## src/sleep_ctrl_pkg.sv

```systemverilog
package sleep_ctrl_pkg;

  // clock rate of the block's own clock
  localparam int CLOCK_MHZ = 250;
  // least reset pulse the controller must apply, in nanoseconds
  localparam int RESET_MIN_NS = 15000;
  // least reset pulse in clock cycles, rounded up
  localparam int RESET_MIN_CYC = (RESET_MIN_NS * CLOCK_MHZ + 999) / 1000;
  // width of the reset pulse counter
  localparam int RST_CNT_W = 12;
  // main clock edges per master clock output period
  localparam int MCLK_DIV = 4;
  // divider counter width
  localparam int DIV_W = 2;
  // reset value of the unusable data flag: raised by reset
  localparam logic FLAG_RST = 1'h1;
  // reset value of the subband direction: play, device to codec
  localparam logic DIR_RST = 1'h1;

  // operating modes
  typedef enum logic [1:0] {
    play_all_mode = 2'h0,
    record_all_mode = 2'h1,
    play_main_record_aux_mode = 2'h2
  } mode_t;

  // sequencer states
  typedef enum logic [1:0] {
    st_reset = 2'h0,
    st_run = 2'h1,
    st_sleep = 2'h2,
    st_wake = 2'h3
  } state_t;

endpackage

```

## src/level_sync.sv

```systemverilog
`timescale 1ns/1ps
// two flip-flop synchroniser for asynchronous levels
module level_sync #(
  parameter int W = 3
) (
  input wire logic clock,
  input wire logic arst_n,
  input wire logic [W-1:0] async_in,
  output logic [W-1:0] sync_out
);

  // packed state: first and second stage
  typedef struct packed {
    logic [W-1:0] meta;
    logic [W-1:0] stable;
  } sync_state_t;

  sync_state_t q_r;
  sync_state_t q_nxt;

  // first stage feeds only the second stage
  always_comb begin
    q_nxt.meta = async_in;
    q_nxt.stable = q_r.meta;
  end

  // registers clear to zero under reset
  always_ff @(posedge clock or negedge arst_n) begin
    if (!arst_n) begin
      q_r <= '0;
    end else begin
      q_r <= q_nxt;
    end
  end

  assign sync_out = q_r.stable;

endmodule

```

## src/tape_formatter_reset_sleep_mode_ctrl.sv

```systemverilog
`timescale 1ns/1ps
// Behaviour
// - reset reinitialises state, selects play all mode
// - three modes: play all, record all, mixed
// - power down request high means sleep, idle
// - master clock timing derived from the main clock input
// - master clock out is main clock over four
// - play decodes 10 to 8, record encodes 8 to 10
// - two level error correction decode or encode
// - play recovers all tape channels into memory
// - unusable flag on reset, record to play mode change, resync
// - subband direction 1 on play, 0 on record
module tape_formatter_reset_sleep_mode_ctrl (
  input wire logic clock,
  input wire logic arst_n,
  // active high device reset pin from the controller
  input wire logic reset_in,
  // active high sleep request pin
  input wire logic power_down_request,
  // nominal 24.576 MHz clock pin, sampled as a level
  input wire logic main_clock_in,
  // requested operating mode, same clock domain
  input wire logic [1:0] mode_request,
  // one cycle strobe that loads mode_request
  input wire logic mode_request_valid,
  // one cycle pulse: datapath must resynchronise to tape
  input wire logic resync_event,
  // one cycle pulse: datapath has good data again
  input wire logic data_valid_event,
  // master clock output, main clock divided by four
  output logic master_clock_out,
  // current operating mode
  output logic [1:0] operating_mode,
  // high when main, system_info_data and aux data are not usable
  output logic unusable_data_flag,
  // 1 device to codec (play), 0 codec to device (record)
  output logic subband_direction,
  // main channel play path enable: recovery, demod, decode
  output logic main_play_enable,
  // main channel record path enable: encode, modulation
  output logic main_record_enable,
  // aux channel play path enable
  output logic aux_play_enable,
  // aux channel record path enable
  output logic aux_record_enable,
  // high while the device sits in sleep
  output logic sleep_active,
  // high while the device is held in reset
  output logic device_in_reset,
  // last reset pulse that ended in run was shorter than the least duration
  output logic short_reset_seen
);

  // packed state of the whole block
  typedef struct packed {
    sleep_ctrl_pkg::state_t state;
    sleep_ctrl_pkg::mode_t mode;
    logic clk_prev;
    logic [sleep_ctrl_pkg::DIV_W-1:0] div;
    logic mclk;
    logic flag;
    logic dir;
    logic main_play;
    logic main_rec;
    logic aux_play;
    logic aux_rec;
    logic [sleep_ctrl_pkg::RST_CNT_W-1:0] rst_cnt;
    logic short_rst;
    // registered copy of the sleep state, drives its pin directly
    logic asleep;
    // registered copy of the reset state, drives its pin directly
    logic in_rst;
  } ctrl_state_t;

  // reset value of every field
  localparam ctrl_state_t CTRL_RST = '{
    state: sleep_ctrl_pkg::st_reset,
    mode: sleep_ctrl_pkg::play_all_mode,
    clk_prev: 1'h0,
    div: '0,
    mclk: 1'h0,
    flag: sleep_ctrl_pkg::FLAG_RST,
    dir: sleep_ctrl_pkg::DIR_RST,
    main_play: 1'h0,
    main_rec: 1'h0,
    aux_play: 1'h0,
    aux_rec: 1'h0,
    rst_cnt: '0,
    short_rst: 1'h0,
    asleep: 1'h0,
    in_rst: 1'h1
  };

  localparam logic [sleep_ctrl_pkg::RST_CNT_W-1:0] RST_MIN =
    sleep_ctrl_pkg::RST_CNT_W'(sleep_ctrl_pkg::RESET_MIN_CYC);

  ctrl_state_t q_r;
  ctrl_state_t q_nxt;
  logic [2:0] pins_sync;
  logic rst_s;
  logic pdr_s;
  logic clk_s;
  logic clk_rise;

  // all three pins are asynchronous to clock
  level_sync #(.W(3)) u_pin_sync (
    .clock(clock),
    .arst_n(arst_n),
    .async_in({main_clock_in, power_down_request, reset_in}),
    .sync_out(pins_sync)
  );

  assign rst_s = pins_sync[0];
  assign pdr_s = pins_sync[1];
  assign clk_s = pins_sync[2];
  // edge of the sampled main clock; a static clock gives none
  assign clk_rise = clk_s & ~q_r.clk_prev;

  // legality check on a requested mode code
  function automatic logic mode_legal(input logic [1:0] m);
    mode_legal = (m == sleep_ctrl_pkg::play_all_mode) ||
                 (m == sleep_ctrl_pkg::record_all_mode) ||
                 (m == sleep_ctrl_pkg::play_main_record_aux_mode);
  endfunction

  // next state of the whole block
  always_comb begin
    q_nxt = q_r;
    q_nxt.clk_prev = clk_s;

    // sequencer
    case (q_r.state)
      sleep_ctrl_pkg::st_reset: begin
        // hold default mode while reset is high
        q_nxt.mode = sleep_ctrl_pkg::play_all_mode;
        q_nxt.div = '0;
        q_nxt.mclk = 1'h0;
        if (pdr_s) begin
          // reset level no longer matters once asleep
          q_nxt.state = sleep_ctrl_pkg::st_sleep;
        end else if (!rst_s) begin
          q_nxt.state = sleep_ctrl_pkg::st_run;
          // flag a pulse the controller cut short; a power-on release
          // with no pulse counted is not a short pulse
          q_nxt.short_rst = (q_r.rst_cnt != '0) &&
                            (q_r.rst_cnt < RST_MIN);
        end
      end
      sleep_ctrl_pkg::st_run: begin
        if (pdr_s) begin
          q_nxt.state = sleep_ctrl_pkg::st_sleep;
        end else if (rst_s) begin
          q_nxt.state = sleep_ctrl_pkg::st_reset;
        end else if (mode_request_valid && mode_legal(mode_request)) begin
          q_nxt.mode = sleep_ctrl_pkg::mode_t'(mode_request);
        end
      end
      sleep_ctrl_pkg::st_sleep: begin
        // frozen divider: no activity while asleep
        q_nxt.div = '0;
        q_nxt.mclk = 1'h0;
        if (!pdr_s) begin
          q_nxt.state = sleep_ctrl_pkg::st_wake;
        end
      end
      sleep_ctrl_pkg::st_wake: begin
        // nothing runs until the wake reset pulse arrives
        if (pdr_s) begin
          q_nxt.state = sleep_ctrl_pkg::st_sleep;
        end else if (rst_s) begin
          q_nxt.state = sleep_ctrl_pkg::st_reset;
        end
      end
      default: begin
        q_nxt.state = sleep_ctrl_pkg::st_reset;
      end
    endcase

    // reset pulse length, counted in clock cycles, saturating
    if (!rst_s) begin
      q_nxt.rst_cnt = '0;
    end else if (q_r.rst_cnt != '1) begin
      q_nxt.rst_cnt = q_r.rst_cnt + 1'h1;
    end

    // divide-by-four master clock: toggle every second edge
    if (q_r.state == sleep_ctrl_pkg::st_run && clk_rise) begin
      q_nxt.div = q_r.div + 1'h1;
      if (q_r.div[0]) begin
        q_nxt.mclk = ~q_r.mclk;
      end
    end

    // unusable flag: clear first so that any set wins
    if (data_valid_event && q_r.state == sleep_ctrl_pkg::st_run) begin
      q_nxt.flag = 1'h0;
    end
    if (q_r.state != sleep_ctrl_pkg::st_run) begin
      q_nxt.flag = 1'h1;
    end
    if (resync_event) begin
      q_nxt.flag = 1'h1;
    end
    if (q_r.mode == sleep_ctrl_pkg::record_all_mode &&
        q_nxt.mode == sleep_ctrl_pkg::play_all_mode) begin
      q_nxt.flag = 1'h1;
    end

    // direction and path enables follow the next mode
    q_nxt.dir = (q_nxt.mode != sleep_ctrl_pkg::record_all_mode);
    q_nxt.main_play = (q_nxt.state == sleep_ctrl_pkg::st_run) &&
                      q_nxt.dir;
    q_nxt.main_rec = (q_nxt.state == sleep_ctrl_pkg::st_run) &&
                     !q_nxt.dir;
    q_nxt.aux_play = (q_nxt.state == sleep_ctrl_pkg::st_run) &&
      (q_nxt.mode == sleep_ctrl_pkg::play_all_mode);
    q_nxt.aux_rec = (q_nxt.state == sleep_ctrl_pkg::st_run) &&
      (q_nxt.mode != sleep_ctrl_pkg::play_all_mode);
    // status pins registered so no state decode sits behind them
    q_nxt.asleep = (q_nxt.state == sleep_ctrl_pkg::st_sleep);
    q_nxt.in_rst = (q_nxt.state == sleep_ctrl_pkg::st_reset);
  end

  // single state register, constant under reset
  always_ff @(posedge clock or negedge arst_n) begin
    if (!arst_n) begin
      q_r <= CTRL_RST;
    end else begin
      q_r <= q_nxt;
    end
  end

  // every output comes straight from a field of q_r
  assign master_clock_out = q_r.mclk;
  assign operating_mode = q_r.mode;
  assign unusable_data_flag = q_r.flag;
  assign subband_direction = q_r.dir;
  assign main_play_enable = q_r.main_play;
  assign main_record_enable = q_r.main_rec;
  assign aux_play_enable = q_r.aux_play;
  assign aux_record_enable = q_r.aux_rec;
  assign sleep_active = q_r.asleep;
  assign device_in_reset = q_r.in_rst;
  assign short_reset_seen = q_r.short_rst;

endmodule

```

## config.mk

```make
export PLATFORM = sky130hd
export DESIGN_NAME = tape_formatter_reset_sleep_mode_ctrl
export DESIGN_NICKNAME = d
export VERILOG_FILES = /design/src/sleep_ctrl_pkg.sv /design/src/level_sync.sv /design/src/tape_formatter_reset_sleep_mode_ctrl.sv
export SDC_FILE = /design/constraint.sdc
export NUM_CORES = 1
export LEC_CHECK = 0
export BUFFER_PORTS_ARGS = -buffer_cell sky130_fd_sc_hd__buf_2
export CAP_MARGIN = 15
export CORE_MARGIN = 2
export CORE_UTILIZATION = 53
export CTS_BUF_LIST = sky130_fd_sc_hd__clkbuf_4
export CTS_CLUSTER_SIZE = 16
export DETAILED_ROUTE_END_ITERATION = 8
export PLACE_DENSITY = 0.78
export RECOVER_POWER = 50
export SYNTH_ARGS = -nofsm -noshare
export SYNTH_HDL_FRONTEND = slang
export SYNTH_HIERARCHICAL = 1
export SYNTH_SLANG_ARGS = --single-unit
```

## constraint.sdc

```tcl
create_clock -name clock -period 1.7 [get_ports clock]
set_input_delay 0.085 -clock clock [delete_from_list [all_inputs] [get_ports clock]]
set_output_delay 0.085 -clock clock [all_outputs]
set_load 0.1 [all_outputs]
```

==> results.ini <==
[die]
initial_core_util_pct=55.6
die_w_um=57.8
rows=19
die_h_um=57.8
coreArea_mm2=0.00276
dieArea_mm2=0.00334
io_pins=22

[run]
drv_cap=0

[timing]
drv_slew=0
hold_ws_ns=0.0480
period_needed_ns=1.64
max_freq_ghz=0.611
hold_violations=0
min_period_over_period_pct=96.2
finalSetupViolCount=0
skew_ns=0.0127
relSlewSlack_pct=46.4
worstMarginPinSlew_ns=0.804

[cells_and_area]
area_delta_synth_final_pct=21.1
diodes=0
nets=193
final_common_cell=dfrtp_1
fin_util_pct=67.3
final_cell_mix=dfrtp_1 (29), buf_2 (20), nor2_1 (13), buf_4 (13), nand2_1 (11)
drive_above_1_share_pct=30.8
layoutNonFillerInstCount=213

[detailed_routing]
route.detailed.wl_per_inst_um=14.0
drtIter0Drc=58
postRouteAntennaNets=0
drc=0
vias=1267
drt-pass1-iter-count=8
via_per_inst=5.95
wl_um=2990

[grt]
antenna_found_initial=0
grt_pass1_vias=1122
grt_overflow=0
grt_max_degree=35
grt_usage_pct=19.9
grt_pass1_wl_um=5020

[power]
power.share.switching_pct=31.0
leakagePower_nw=0.858
clkPwrFrac_pct=26.9
cellPowerDensity_mw_per_mm2=847
sequentialPowerShare_pct=55.7
p_switching_w=0.000488
intPower_w=0.00108
ir_worst_vdd_v=0.000780
p_comb_share_pct=17.5

[setup_path]
path_cells=or4b_1 > a2111oi_1 > a221o_1
max_stage_delay_ns=0.54
critPathSlowestCell=or4b_1
criticalPathCategory=flip-flop to flip-flop
path_max_fanout=7
arrival_ns=1.92
crit_buf_inv=0
path_delay_family=compound AO/OA/AOI/OAI gates
critPathLaunchType=flip-flop
crit_cells=3
cp-end-kind=flip-flop
rr_worst_depth=3
required_ns=1.98

[yosys]
yosysSeqAreaShare_pct=55.8
syn-num-nets=154
synth_top_family_by_area=simple AND/OR/NAND/NOR gates
synth-compound-area-share_pct=13.1
syn_area_mm2=0.00153
synth-async-reset-ratio_pct=100
synth-simple-area-share_pct=21.6
synth_seq_cells=34
yosys_most_used_dff=dfrtp_1
ys_types=40
yosys_warnings=6
synth_area_per_cell_um2=10.8
muxShareOfSynthArea_pct=1.31
synth_cells=142
synth_adder_area_share_pct=1.63
synth_xor_area_share_pct=2.86
synth_edf_count=0

[cts]
cts_root_buf=clkbuf_4
htreeDepth=2
cts_buffer_depth=2
cts_tree=built
clkTransAtPathRegs_ns=0.09
clk_latency_ns=0.34
cts.sinks=34
cts_buffers=5

[outcome]
status=completed

[placed_design]
place_hpwl_um=2130
placed_cells=201
port_buffers=21
gp_congestion=0.871

[min_path]
hold_path_class=input pin to flip-flop
hold_depth=3

## kinds of logic (layout without fill, tap and decap cells)
group	count (synthesis)	in the layout
compound gates	29	29
buf+inv	13	53
simple gates	57	57
flops	34	34
fa+ha+maj	2	2
mux	2	2
xor+xnor	5	5
## final timing paths
kind	from	end	slack, ns
setup / recovery	u_pin_sync/sync_out[1]$_DFF_PN0_	unusable_data_flag$_DFFE_PN1P_	0.06
hold / removal	data_valid_event	unusable_data_flag$_DFFE_PN1P_	0.05
setup reg to reg	u_pin_sync/sync_out[1]$_DFF_PN0_	unusable_data_flag$_DFFE_PN1P_	0.06
hold reg to reg	u_pin_sync/q_nxt[1]$_DFF_PN0_	u_pin_sync/sync_out[1]$_DFF_PN0_	0.35
max in group asynchronous	arst_n	q_r[9]$_DFFE_PN0P_	0.77
min in group asynchronous	arst_n	main_play_enable$_DFF_PN0_	0.36
## cell type report
type	instances	area, µm²
fillers	218	901
clock buffers	6	45.0
multi-input cells	95	638
well taps	31	38.8
clock inverters	2	8.76
repair buffers	38	243
inverters	7	26.3
flip-flops and latches	34	857
## sequential cells by signal (all words and copies together) (netlist names), 2 cells and up
signal / flops
operating_mode: 2
q_r: 16
u_pin_sync/sync_out: 3
u_pin_sync/q_nxt: 3
## synth_stat cells, drive strengths merged, types with 3 or more instances
| cell | number | area (µm²) |
|---|---|---|
| dfrtp | 31 | 776 |
| nor2 | 13 | 48.8 |
| nand2 | 12 | 45.0 |
| a21oi | 8 | 40.0 |
| nand3 | 8 | 40.0 |
| inv | 7 | 26.3 |
| nor3 | 4 | 20.0 |
| o21ai | 4 | 20.0 |
| or3 | 4 | 27.5 |
| buf | 3 | 20.0 |
| clkbuf | 3 | 11.3 |
| dfstp | 3 | 78.8 |
| nor4 | 3 | 33.8 |
| o41ai | 3 | 26.3 |
| xor2 | 3 | 26.3 |
## layer usage
metal  global-route usage (%)  up-vias  part of all wire, %  wire length, µm
met3                     6.03        7                  7.2              214
met2                     31.2       54                   48             1450
met5                        0        -                    0                0
met4                     9.97        0                  1.8               55
met1                     25.1      612                   42             1270
li1                         -      594                    -                -
## what timing repair did
item | CTS | global route
setup endpoints to repair | 0 | 8
buffers inserted | 0 | 0
resized for setup | 0 | 8
hold buffers | 4 | 0
endpoints found under the hold margin | 34 | 0
## metrics by stage
stage | TNS, ns | total power (W) | setup WS, ns | instance area (µm²)
after floorplan | 0 | 0.00109 | 0.0992 | 1530
after global placement | 0 | 0.00115 | 0.0950 | 1740
after detailed placement | 0 | 0.00115 | 0.0579 | 1740
after CTS | 0 | 0.00158 | 0.0426 | 1840
after global routing | -0.00421 | 0.00164 | -0.00421 | 1860
final | 0 | 0.00157 | 0.0645 | 1860
## power by group through the flow
| stage | logic, W | registers (W) | clock network (W) |
|---|---|---|---|
| finish | 0.000274 | 0.000875 | 0.000423 |
| CTS | 0.000273 | 0.000874 | 0.000436 |
| detailed placement | 0.000265 | 0.000889 | 0 |
| global route | 0.000293 | 0.000879 | 0.000465 |
| floorplan | 0.0000986 | 0.000987 | 0 |
| global placement | 0.000260 | 0.000888 | 0 |
## worst reg2reg max path: cells and delay by family (launching register included)
family	cells	cell delay (ns)
simple gates	1	0.54
compound gates	2	0.60
flops	1	0.45
Power figures use the tool's default switching activity.
